[src/rtl/cmd_pkg.sv]
package cmd_pkg;
  localparam int          NUM_AXES       = 8;
  localparam int          NUM_INPUTS     = 8;
  localparam int          NUM_THREADS    = 8;
  localparam int          LINE_W         = 12;
  localparam int          ERR_W          = 16;
  localparam int          SPEED_W        = 24;
  localparam int          STACK_DEPTH    = 16;
  localparam int          CLK_MHZ        = 25;
  // wait period unit is one millisecond
  localparam int          MS_CYCLES      = CLK_MHZ * 1000;
  localparam logic [23:0] JOG_MAX        = 24'h7A_1200;  // 8 million
  localparam logic [7:0]  CODE_RANGE     = 8'h06;
  localparam logic [7:0]  CODE_BAD       = 8'h01;
  localparam int          RS_VAR_BIT     = 0;
  localparam int          RS_PAR_BIT     = 1;
  localparam int          RS_PRG_BIT     = 2;
  localparam int          RS_MRST_BIT    = 3;
  // handler select codes, one per monitored condition, priority order
  typedef enum logic [2:0] {
    CMD_H_NONE, CMD_H_BOOT_ERR, CMD_H_LIMIT, CMD_H_FOLLOW,
    CMD_H_TIMEOUT, CMD_H_INPUT, CMD_H_BADCMD, CMD_H_BOOT
  } cmd_handler_e;
  localparam int          IDX_LIMIT      = 0;
  localparam int          IDX_INPUT      = 1;
  localparam int          IDX_FOLLOW     = 2;
  localparam int          IDX_TIMEOUT    = 3;
  localparam int          IDX_BADCMD     = 4;
  localparam int          IDX_BOOTERR    = 5;
  localparam int          IDX_BOOT       = 6;
  localparam int          NUM_LABELS     = 7;
endpackage : cmd_pkg

[src/rtl/cmd_axis_watch.sv]
`timescale 1ns/1ns
`default_nettype none
// one axis: deviation compare and settle-window timer
module cmd_axis_watch
  import cmd_pkg::*;
#(
  parameter int ERR_WIDTH = ERR_W,
  parameter int MS_COUNT  = MS_CYCLES
) (
  input  wire logic                 clk,
  input  wire logic                 rst_n,
  input  wire logic [ERR_WIDTH-1:0] err_mag,
  input  wire logic [ERR_WIDTH-1:0] bound,
  input  wire logic                 wait_done,
  input  wire logic                 profile_end,
  input  wire logic                 at_target,
  input  wire logic [15:0]          window_ms,
  output logic                      over_bound,
  output logic                      timed_out
);
  typedef struct packed {
    logic [31:0] tick;
    logic [15:0] ms;
    logic        run;
    logic        over;
    logic        tmo;
  } cmd_aw_s;
  cmd_aw_s s_q, s_d;

  // timer starts at profile end, only while a completion point waits
  always_comb begin
    s_d      = s_q;
    s_d.over = err_mag > bound;
    s_d.tmo  = 1'b0;
    if (!wait_done || at_target) begin
      s_d.run = 1'b0;
    end else if (profile_end && !s_q.run) begin
      s_d.run  = 1'b1;
      s_d.tick = '0;
      s_d.ms   = '0;
    end else if (s_q.run) begin
      if (s_q.tick == 32'(MS_COUNT - 1)) begin
        s_d.tick = '0;
        s_d.ms   = s_q.ms + 16'h0001;
        if (s_q.ms + 16'h0001 >= window_ms) begin
          s_d.tmo = 1'b1;
          s_d.run = 1'b0;  // one pulse per missed target
        end
      end else begin
        s_d.tick = s_q.tick + 32'h0000_0001;
      end
    end
  end

  always_ff @(posedge clk) begin
    if (!rst_n) s_q <= '0;
    else        s_q <= s_d;
  end

  assign over_bound = s_q.over;
  assign timed_out  = s_q.tmo;
endmodule : cmd_axis_watch
`default_nettype wire

[src/rtl/cmd_monitor.sv]
`timescale 1ns/1ns
`default_nettype none
// Overview of operation
// - watch conditions always; dispatch only if the handler label is resident
// - any axis limit input low invokes the limit routine
// - watched digital input going low invokes the input routine
// - axis deviation above its bound invokes the following fault routine
// - settle window missed after profile end invokes the timeout routine
// - bad command invokes the bad command routine only while running
// - at power up start the boot routine
// - checksum fault at boot runs its routine and sets the matching ones of fault bits 0..3
// - limit routine runs only while a program executes
// - limit routine repeats after return while the limit stays active
// - limit routine runs only while that motor is commanded to move
// - host motion commands keep working while a program loops
// - return without rearm goes back without re-enabling trip points
// - jog speed above maximum is a range error and invokes the routine
// - fault code six means range error; fault line gives failing line
// - faulting thread id holds the thread of the last command error
// - again location holds the failed command's location
// - skip location holds the location after the failed command
// - launch at retry or skip with restart flag keeps the stack
// - each handler or call entry pushes one level; end pops it
// - stack trim one drops a level, zero resets the stack
module cmd_monitor
  import cmd_pkg::*;
#(
  parameter int AXES    = NUM_AXES,
  parameter int INPUTS  = NUM_INPUTS,
  parameter int MS_COUNT = MS_CYCLES
) (
  input  wire logic                   CLK,
  input  wire logic                   RST_N,
  input  wire logic [NUM_LABELS-1:0]  LABEL_PRESENT,
  input  wire logic                   PROG_RUNNING,
  input  wire logic [AXES-1:0]        LIMIT_N,
  input  wire logic [AXES-1:0]        AXIS_MOVING,
  input  wire logic [INPUTS-1:0]      DIN,
  input  wire logic [INPUTS-1:0]      INPUT_WATCH_MASK,
  input  wire logic [AXES*ERR_W-1:0]  AXIS_ERR,
  input  wire logic [AXES*ERR_W-1:0]  DEVIATION_BOUND,
  input  wire logic [15:0]            SETTLE_WINDOW,
  input  wire logic [AXES-1:0]        WAIT_DONE,
  input  wire logic [AXES-1:0]        PROFILE_END,
  input  wire logic [AXES-1:0]        AT_TARGET,
  input  wire logic                   BAD_CMD,
  input  wire logic                   JOG_CMD,
  input  wire logic [SPEED_W-1:0]     JOG_SPEED,
  input  wire logic [7:0]             CMD_CODE,
  input  wire logic [LINE_W-1:0]      CMD_LINE,
  input  wire logic [2:0]             CMD_THREAD,
  input  wire logic                   BOOT_DONE,
  input  wire logic [3:0]             BOOT_FAULTS,
  input  wire logic                   BACK_TO_MAIN,
  input  wire logic                   BACK_WITHOUT_REARM,
  input  wire logic                   CALL,
  input  wire logic                   END_CMD,
  input  wire logic                   STACK_TRIM,
  input  wire logic                   STACK_TRIM_ARG,
  input  wire logic                   LAUNCH_THREAD,
  input  wire logic                   LAUNCH_RESTART,
  output logic                        DISPATCH,
  output logic [2:0]                  HANDLER,
  output logic                        IN_HANDLER,
  output logic                        TRIP_REARM,
  output logic                        JOG_ACCEPT,
  output logic [3:0]                  STARTUP_FAULT_BITS,
  output logic [7:0]                  FAULT_CODE,
  output logic [LINE_W-1:0]           FAULT_LINE,
  output logic [2:0]                  FAULTING_THREAD_ID,
  output logic [LINE_W-1:0]           AGAIN_LOCATION,
  output logic [LINE_W-1:0]           SKIP_LOCATION,
  output logic [4:0]                  STACK_LEVEL,
  output logic                        KEEP_STACK
);
  localparam int NP = 7;  // pending slots, index = priority order

  typedef struct packed {
    logic [NP-1:0]     pend;
    logic              busy;
    cmd_handler_e      hsel;
    logic              disp;
    logic              rearm;
    logic              jog_ok;
    logic              booted;
    logic [INPUTS-1:0] din_prev;
    logic [3:0]        rs;
    logic [7:0]        code;
    logic [LINE_W-1:0] line;
    logic [2:0]        thr;
    logic [LINE_W-1:0] again;
    logic [LINE_W-1:0] skip;
    logic [4:0]        sp;
    logic              keep;
  } cmd_state_s;
  cmd_state_s s_q, s_d;

  logic [AXES-1:0] over_b;
  logic [AXES-1:0] tmo;

  // one watcher per axis keeps the top file free of per-axis counters
  for (genvar a = 0; a < AXES; a++) begin : g_axis
    cmd_axis_watch #(.ERR_WIDTH(ERR_W), .MS_COUNT(MS_COUNT)) u_watch (
      .clk        (CLK),
      .rst_n      (RST_N),
      .err_mag    (AXIS_ERR[a*ERR_W +: ERR_W]),
      .bound      (DEVIATION_BOUND[a*ERR_W +: ERR_W]),
      .wait_done  (WAIT_DONE[a]),
      .profile_end(PROFILE_END[a]),
      .at_target  (AT_TARGET[a]),
      .window_ms  (SETTLE_WINDOW),
      .over_bound (over_b[a]),
      .timed_out  (tmo[a])
    );
  end

  logic [NP-1:0] ev;
  logic          range_err;
  logic          cmd_err;
  logic          ret;

  always_comb begin
    range_err = JOG_CMD && (JOG_SPEED > JOG_MAX);
    cmd_err   = BAD_CMD || range_err;
    ret       = BACK_TO_MAIN || BACK_WITHOUT_REARM;
    // slot 0 highest priority; each gated by its label being resident
    ev    = '0;
    ev[0] = BOOT_DONE && (|BOOT_FAULTS) && LABEL_PRESENT[IDX_BOOTERR];
    ev[1] = (|(~LIMIT_N & AXIS_MOVING)) && PROG_RUNNING
            && LABEL_PRESENT[IDX_LIMIT];
    ev[2] = (|over_b) && LABEL_PRESENT[IDX_FOLLOW];
    ev[3] = (|tmo) && LABEL_PRESENT[IDX_TIMEOUT];
    ev[4] = (|(s_q.din_prev & ~DIN & INPUT_WATCH_MASK)) && LABEL_PRESENT[IDX_INPUT];
    ev[5] = cmd_err && PROG_RUNNING && LABEL_PRESENT[IDX_BADCMD];
    ev[6] = !s_q.booted && LABEL_PRESENT[IDX_BOOT];
  end

  always_comb begin
    s_d          = s_q;
    s_d.disp     = 1'b0;
    s_d.rearm    = 1'b0;
    s_d.jog_ok   = JOG_CMD && !range_err;  // host motion keeps flowing
    s_d.din_prev = DIN;
    s_d.booted   = 1'b1;
    s_d.keep     = 1'b0;
    if (BOOT_DONE) begin
      s_d.rs[RS_VAR_BIT]  = s_q.rs[RS_VAR_BIT]  | BOOT_FAULTS[RS_VAR_BIT];
      s_d.rs[RS_PAR_BIT]  = s_q.rs[RS_PAR_BIT]  | BOOT_FAULTS[RS_PAR_BIT];
      s_d.rs[RS_PRG_BIT]  = s_q.rs[RS_PRG_BIT]  | BOOT_FAULTS[RS_PRG_BIT];
      s_d.rs[RS_MRST_BIT] = s_q.rs[RS_MRST_BIT] | BOOT_FAULTS[RS_MRST_BIT];
    end
    // fault operands capture the latest bad command
    if (cmd_err) begin
      s_d.code  = range_err ? CODE_RANGE : (BAD_CMD ? CMD_CODE : CODE_BAD);
      s_d.line  = CMD_LINE;
      s_d.thr   = CMD_THREAD;
      s_d.again = CMD_LINE;
      s_d.skip  = CMD_LINE + LINE_W'(1);
    end
    // restart launch keeps the stack instead of clearing it
    s_d.keep = LAUNCH_THREAD && LAUNCH_RESTART;
    // stack: calls push, end pops, trim drops one or clears
    if (CALL && s_q.sp < 5'(STACK_DEPTH)) begin
      s_d.sp = s_q.sp + 5'h01;
    end else if (END_CMD && s_q.sp != 5'h00) begin
      s_d.sp = s_q.sp - 5'h01;
    end else if (STACK_TRIM) begin
      if (!STACK_TRIM_ARG)       s_d.sp = 5'h00;
      else if (s_q.sp != 5'h00)  s_d.sp = s_q.sp - 5'h01;
    end else if (LAUNCH_THREAD && !LAUNCH_RESTART) begin
      s_d.sp = 5'h00;
    end
    // return: resume the program, limit re-queued by level if still active
    if (s_q.busy && ret) begin
      s_d.busy  = 1'b0;
      s_d.rearm = BACK_TO_MAIN;
      s_d.hsel  = CMD_H_NONE;
    end
    // set wins over the dispatch clear: new events fold in first, and the clear reloads the winner from its event
    for (int i = 0; i < NP; i++) begin
      s_d.pend[i] = s_q.pend[i] | ev[i];
    end
    s_d.pend[1] = ev[1];  // limit is a live level, re-run while held
    if (!s_q.busy && !s_q.disp) begin
      for (int i = NP - 1; i >= 0; i--) begin
        if (s_q.pend[i]) begin
          s_d.hsel = cmd_handler_e'(3'(i + 1));
        end
      end
      if (|s_q.pend) begin
        s_d.disp = 1'b1;
        s_d.busy = 1'b1;
        for (int i = 0; i < NP; i++) begin
          if (s_q.pend[i] && !(|(s_q.pend & ((NP'(1) << i) - NP'(1))))) begin
            s_d.pend[i] = ev[i];  // only the winner clears
          end
        end
        // a call in the same cycle has already pushed; the entry adds its own level
        if (s_d.sp < 5'(STACK_DEPTH)) begin
          s_d.sp = s_d.sp + 5'h01;
        end
      end
    end
    // return pops the handler level after any end or trim of this cycle,
    // so a trim to zero is never undercut by the return
    if (s_q.busy && ret && s_d.sp != 5'h00) begin
      s_d.sp = s_d.sp - 5'h01;
    end
  end

  always_ff @(posedge CLK) begin
    if (!RST_N) s_q <= '0;
    else        s_q <= s_d;
  end

  assign DISPATCH           = s_q.disp;
  assign HANDLER            = s_q.hsel;
  assign IN_HANDLER         = s_q.busy;
  assign TRIP_REARM         = s_q.rearm;
  assign JOG_ACCEPT         = s_q.jog_ok;
  assign STARTUP_FAULT_BITS = s_q.rs;
  assign FAULT_CODE         = s_q.code;
  assign FAULT_LINE         = s_q.line;
  assign FAULTING_THREAD_ID = s_q.thr;
  assign AGAIN_LOCATION     = s_q.again;
  assign SKIP_LOCATION      = s_q.skip;
  assign STACK_LEVEL        = s_q.sp;
  assign KEEP_STACK         = s_q.keep;
endmodule : cmd_monitor
`default_nettype wire

[config.mk]
export PLATFORM = sky130hd
export DESIGN_NAME = cmd_monitor
export DESIGN_NICKNAME = d
export VERILOG_FILES = /design/src/rtl/cmd_pkg.sv /design/src/rtl/cmd_axis_watch.sv /design/src/rtl/cmd_monitor.sv
export SDC_FILE = /design/constraint.sdc
export NUM_CORES = 2
export LEC_CHECK = 0
export BUFFER_PORTS_ARGS = -buffer_cell sky130_fd_sc_hd__buf_2
export CORE_MARGIN = 10
export CORE_UTILIZATION = 58
export DETAILED_ROUTE_END_ITERATION = 10
export PLACE_DENSITY = 0.82
export SYNTH_ARGS = -nofsm -noshare
export SYNTH_HDL_FRONTEND = slang
export SYNTH_SLANG_ARGS = --single-unit
[constraint.sdc]
create_clock -name CLK -period 3.5 [get_ports CLK]
set_clock_uncertainty 0.2 [all_clocks]
set_input_delay 0.35 -clock CLK [delete_from_list [all_inputs] [get_ports CLK]]
set_output_delay 0.35 -clock CLK [all_outputs]
set_load 0.02 [all_outputs]
# Yosys cells after proc, flatten, opt, wreduce, memory -nomap -nowiden
# Index checks and enable logic that the tools add are counted.
dict set report word_totals {
  ff_bits 476
  input_bits 400
  out_inout_bits 64
  wordCells 354
}
dict set report op_classes {
  add_sub_neg 21
  order_cmp 19
  n_eq_ne 8
  mux 80
  bitwise 40
  reduce_logical 131
}
# op count
set ops {}
lappend ops {{2-to-1 mux 49 bit} 16}
lappend ops {{adder 32 x 1 -> 32 bit (second input constant)} 8}
lappend ops {{== test 32 x 15 -> 1 bit (second input constant)} 8}
lappend ops {{2-to-1 mux 32 bit} 8}
lappend ops {{2-to-1 mux 17 bit} 8}
lappend ops {{adder 16 x 1 -> 16 bit (second input constant)} 8}
lappend ops {{>= comparator 16 bit} 8}
lappend ops {{greater-than comparator 16 bit} 8}
lappend ops {{2-to-1 mux 66 bit} 1}
lappend ops {{2-to-1 mux 5 bit} 10}
lappend ops {{2-to-1 mux 47 bit} 1}
lappend ops {{OR reduction 5 bit} 9}
lappend ops {{logical AND 1 bit} 32}
lappend ops {{nonzero test 2 bit} 16}
lappend ops {{OR reduction 8 bit} 4}
lappend ops {{logical NOT 1 bit} 26}
lappend ops {{inverter 1 bit} 25}
lappend ops {{AND 8 bit} 3}
lappend ops {{greater-than comparator 24 x 23 -> 1 bit (second input constant)} 1}
lappend ops {{2-to-1 mux 8 bit} 3}
lappend ops {{AND reduction 3 bit} 8}
lappend ops {{2-to-1 mux 1 bit} 23}
lappend ops {{2-to-1 mux 3 bit} 7}
lappend ops {{AND reduction 2 bit} 10}
lappend ops {{15 further kinds} 48}

# Depth between registers and ports, before layout
dict set report depth {
  depth_word 14
  depth_mapped 14
  mapped_depth_nobuf 14
}

# By module
# A second synthesis with hierarchy kept.
dict set report hier_totals {
  cells_unflattened 3748
  area_unflattened_um2 30416.7
}
# module n_inst cells_each area_each_um2 seq_area_each_um2
set modules_own_cells {}
lappend modules_own_cells {cmd_axis_watch 8 412 3334.4 1021.0}
lappend modules_own_cells {cmd_monitor 1 452 3741.1 1361.3}

# Least setup slack after synthesis
# OpenSTA, ideal clock, no wires.
dict set report synth_timing {
  path_kind {reg2reg}
  start {register s_q (netlist bit STACK_LEVEL[0])}
  end {register s_q (netlist bit STACK_LEVEL[1])}
  setup_ns 0.065
  t_arrival_ns 3.000
  required_ns 3.235
  setup_slack_ns 0.235
  stages_incl_launch_ff 15
  path_buffers 0
  period_less_slack_ns 3.265
  cell_sequence {dfxtp_1 inv_1 ha_1 nor4b_2 nand2b_1 o211ai_1 a21oi_1 ha_1 mux2i_1 ha_1 nand2_1 nor4_1 or2_1 mux2_2 nor2_1}
}
dict set report synth_via {
  elab_chain_cells 13
  elab_cells_between_ends 21
  cone_classes {add/sub (4); order compare (2); mux (10); reduce/logical (5)}
}
# element line
set synth_rtl {}
lappend synth_rtl {{start: declaration} cmd_monitor.sv:96} ;# cmd_state_s s_q, s_d;
lappend synth_rtl {{start signal: assignment} cmd_monitor.sv:212} ;# if (!RST_N) s_q <= '0;
lappend synth_rtl {{start signal: assignment} cmd_monitor.sv:213} ;# else s_q <= s_d;
lappend synth_rtl {{subtractor 5 x 1 -> 5 bit / nonzero test 5 bit (equally long branches)} {cmd_monitor.sv:166, cmd_monitor.sv:169, cmd_monitor.sv:165}}
lappend synth_rtl {{2-to-1 mux 5 bit} cmd_monitor.sv:169} ;# else if (s_q.sp != 5'h00) s_d.sp = s_q.sp - 5'h01;
lappend synth_rtl {{2-to-1 mux 5 bit} cmd_monitor.sv:168} ;# if (!STACK_TRIM_ARG) s_d.sp = 5'h00;
lappend synth_rtl {{2-to-1 mux 5 bit} cmd_monitor.sv:167} ;# end else if (STACK_TRIM) begin
lappend synth_rtl {{2-to-1 mux 5 bit} cmd_monitor.sv:165} ;# end else if (END_CMD && s_q.sp != 5'h00) begin
lappend synth_rtl {{2-to-1 mux 5 bit *} cmd_monitor.sv:163} ;# if (CALL && s_q.sp < 5'(STACK_DEPTH)) begin
lappend synth_rtl {{adder 5 x 1 -> 5 bit / less-than comparator 5 bit (equally long branches)} {cmd_monitor.sv:200, cmd_monitor.sv:199}}
lappend synth_rtl {{2-to-1 mux 5 bit} cmd_monitor.sv:199} ;# if (s_d.sp < 5'(STACK_DEPTH)) begin
lappend synth_rtl {{2-to-1 mux 5 bit} cmd_monitor.sv:190} ;# if (|s_q.pend) begin
lappend synth_rtl {{2-to-1 mux 5 bit *} cmd_monitor.sv:184} ;# if (!s_q.busy && !s_q.disp) begin
lappend synth_rtl {{branches (longest 2 deep; another with subtractor 5 x 1 -> 5 bit)} n/a}
lappend synth_rtl {{2-to-1 mux 5 bit *} cmd_monitor.sv:206} ;# if (s_q.busy && ret && s_d.sp != 5'h00) begin
# Every way passes the cells marked *.
# A chain may end at the register's enable or synchronous reset.

# Worst setup path in the final report
# Ends and elaborated chain as after synthesis.

==> flow_summary_export.csv <==
group,metric,value,unit
logic_synthesis,synth_edf_count,0,
clocking,cts_tree,"built",
sta,slew_headroom,0.223,
clocking,cts_root_buf,"clkbuf_16",
worst_setup_path,critPathRequiredTime,3.83,ns
clocking,cts_buffers,51,
finish,drive_above_1_share,0.163,
route,drcViolationCount,0,
sta,maxSlewViolCount,0,
logic_synthesis,synth-main-ff-cell,"dfxtp_1",
global_route,antenna_found_initial,25,
route,wirelength,83100,um
sta,hold_viol,0,
sta,clock.fmax,0.297,GHz
sta,min_period,3.37,ns
finish,final_area,0.0342,sq mm
flow_run,max-cap-violations,0,
clocking,cts.sinks,476,
worst_setup_path,end_kind,"flop",
floorplanning,die_h,243,um
floorplanning,die_w,243,um
floorplanning,ios,464,
logic_synthesis,ys_types,75,
sta,setup_viol,0,
global_route,grt_pass1_wl,132000,um
floorplanning,initial_core_util,0.589,
worst_setup_path,crit_path_start_kind,"flop",
logic_synthesis,synthCells,3552,
finish,fillers,3972,
logic_synthesis,synth_nets,4230,
global_route,grt_max_degree,69,
logic_synthesis,synth.largest_area_cell,"dfxtp_1",
hold_path,hp-class,"input pin to flop",
placement,placed_area,0.0316,sq mm
finish,fin_util,0.697,
placement,gp_congestion,1.00,
power,leakagePower,15.6,nW
logic_synthesis,ys_top_cells_by_count,"476 x dfxtp_1, 406 x nor2_1, 341 x nand2_1",
logic_synthesis,synth.most_common_cell,"dfxtp_1",
sta,finalCritPeriodShare,0.962,
logic_synthesis,synthArstFlopShare,0,
route,vias,26857,
floorplanning,die_area,0.0592,sq mm
global_route,grtUsageTotal,0.267,
finish,syn_to_final_growth,18.3,%
route,drt-vias-per-instance,5.65,
route,drt_iter0_markers,1711,
sta,worst_pin_slew,1.17,ns
logic_synthesis,synth_top_area_frac,0.330,
route,drtPass1Iterations,5,
floorplanning,rows,81,
logic_synthesis,ys_top_cells_by_area,"dfxtp_1 33%, ha_1 12%, xor2_1 6.7%, nor2_1 5.3%, nand2_1 4.4%",
logic_synthesis,ys_seq_elements,476,
clocking,clkTransAtPathRegs,0.07,ns
clocking,clock_latency,0.59,ns
placement,dp_hpwl,61700,um
worst_setup_path,critPathKind,"flop to flop",
floorplanning,core,0.0491,sq mm
worst_setup_path,worstPathArrival,3.70,ns
global_route,overflow,0,
route,wl_per_cell,17.5,um
placement,port_buffers,463,
power,ir_drop,428,uV
global_route,grt_pass1_vias,25686,
clocking,cts_max_level,2,
finish,fin_nets,4712,
outcome,status,"finished clean",
worst_setup_path,crit_path_max_fanout,8,
logic_synthesis,syn_area_per_cell,8.14,sq um
route,antenna_left,0,
logic_synthesis,syn_area,0.0289,sq mm
logic_synthesis,yosysWarningCount,0,
power,power_density,384,mW/mm^2
clocking,clock_path_buffers,3,
logic_synthesis,yosysSeqAreaShare,0.330,
path summary, 6_finish.rpt:
kind,slack [ns],to,cells past startpoint,startpoint
worst min-delay path,0.02,g_axis[1].u_watch.s_q[6],5,AT_TARGET[1]
worst max-delay path,0.13,STACK_LEVEL[1],14,STACK_LEVEL[0]
worst max register to register,0.13,STACK_LEVEL[1],14,STACK_LEVEL[0]
worst min register to register,0.25,g_axis[6].u_watch.s_q[18],2,g_axis[6].u_watch.s_q[18]
worst max-delay path: stages, from the launching register on:
cell,delay [ns]
dfxtp_4,0.37
inv_2,0.07
ha_4,0.14
nor4b_4,0.28
nand2b_4,0.20
o211ai_1,0.13
o211ai_1,0.24
ha_1,0.28
mux2i_2,0.20
ha_2,0.25
nand2_2,0.06
nor4_2,0.28
or2_1,0.19
mux2_2,0.35
nor2_2,0.07
cells by family after synthesis:
| logic type | Yosys count | synth area share |
|---|---|---|
| and+or+nand+nor | 1490 | 0.259 |
| buffers and inverters | 354 | 0.0550 |
| muxes | 13 | 0.00455 |
| xor gates and xnor gates | 335 | 0.102 |
| DFF | 476 | 0.330 |
| adders and majority gates | 278 | 0.120 |
| AOI/OAI and AO/OA | 606 | 0.130 |
stage by stage:
step           setup TNS (ns)  total power, mW  setup WS, ns  cells  hold WS (ns)
5_1_grt               -0.0610             13.7       -0.0602   4749        0.0312
4_1_cts                     0             13.1        0.0311   4732      0.000461
3_3_place_gp                0             7.35        0.0871   4572         0.237
2_1_floorplan               0             6.78         0.235   3552         0.178
6_report                    0             13.1         0.133   4751        0.0229
3_5_place_dp                0             7.38        0.0459   4572         0.241
area by class of cell:
class | instances | area [sq um] | share of cell area
flip-flops and latches | 476 | 9540 | 0.279
inverters | 205 | 771 | 0.0225
multi-input cells | 2722 | 17900 | 0.524
well taps | 664 | 831 | 0.0243
diodes | 15 | 37.5 | 0.00110
repair buffers | 578 | 3360 | 0.0984
clock inverters | 20 | 246 | 0.00721
clock buffers | 71 | 1500 | 0.0439
layout by cell type, fill, tap and decap left out, types with 119 or more instances in the layout:
cell type / Yosys / final
o21ai_0: 190 / 190
nand3_1: 147 / 146
ha_1: 278 / 274
buf_2: 12 / 463
a21oi_1: 154 / 154
nand2_1: 341 / 340
xor2_1: 221 / 221
inv_1: 205 / 202
nand4_1: 119 / 119
nor2_1: 406 / 401
dfxtp_1: 476 / 471
timing repair:
action | CTS | global route
pin swaps | 1 | 4
gates resized for setup | 2 | 32
hold buffers | 68 | 0
hold endpoints to repair | 72 | 0
setup buffers | 1 | 4
setup endpoints to repair | 1 | 14
where the power goes:
part / internal, mW / switching (mW) / leakage (nW)
clock: 3.36 / 2.26 / 0.870
combinational: 0.859 / 1.07 / 10.9
sequential: 5.51 / 0.0811 / 3.85
total: 9.73 / 3.41 / 15.6
flip-flops by register name, summed over array words and instances, names as in the netlist:
name	flops
JOG_ACCEPT	1
STACK_LEVEL	5
g_axis.u_watch.s_q	392
TRIP_REARM	1
FAULT_CODE	8
g_axis.u_watch.timed_out	8
AGAIN_LOCATION	12
SKIP_LOCATION	12
s_q	16
g_axis.u_watch.over_bound	8
DISPATCH	1
IN_HANDLER	1
FAULTING_THREAD_ID	3
KEEP_STACK	1
HANDLER	3
STARTUP_FAULT_BITS	4
metal layers:
| layer | GRT usage | vias up | part of all wire |
|---|---|---|---|
| met5 | 0 | - | 0.00051 |
| met4 | 0.128 | 6 | 0.043 |
| met3 | 0.0385 | 200 | 0.056 |
| met2 | 0.472 | 862 | 0.50 |
| met1 | 0.312 | 12411 | 0.40 |
| li1 | - | 13378 | - |
(Power assumes the default switching activity.)
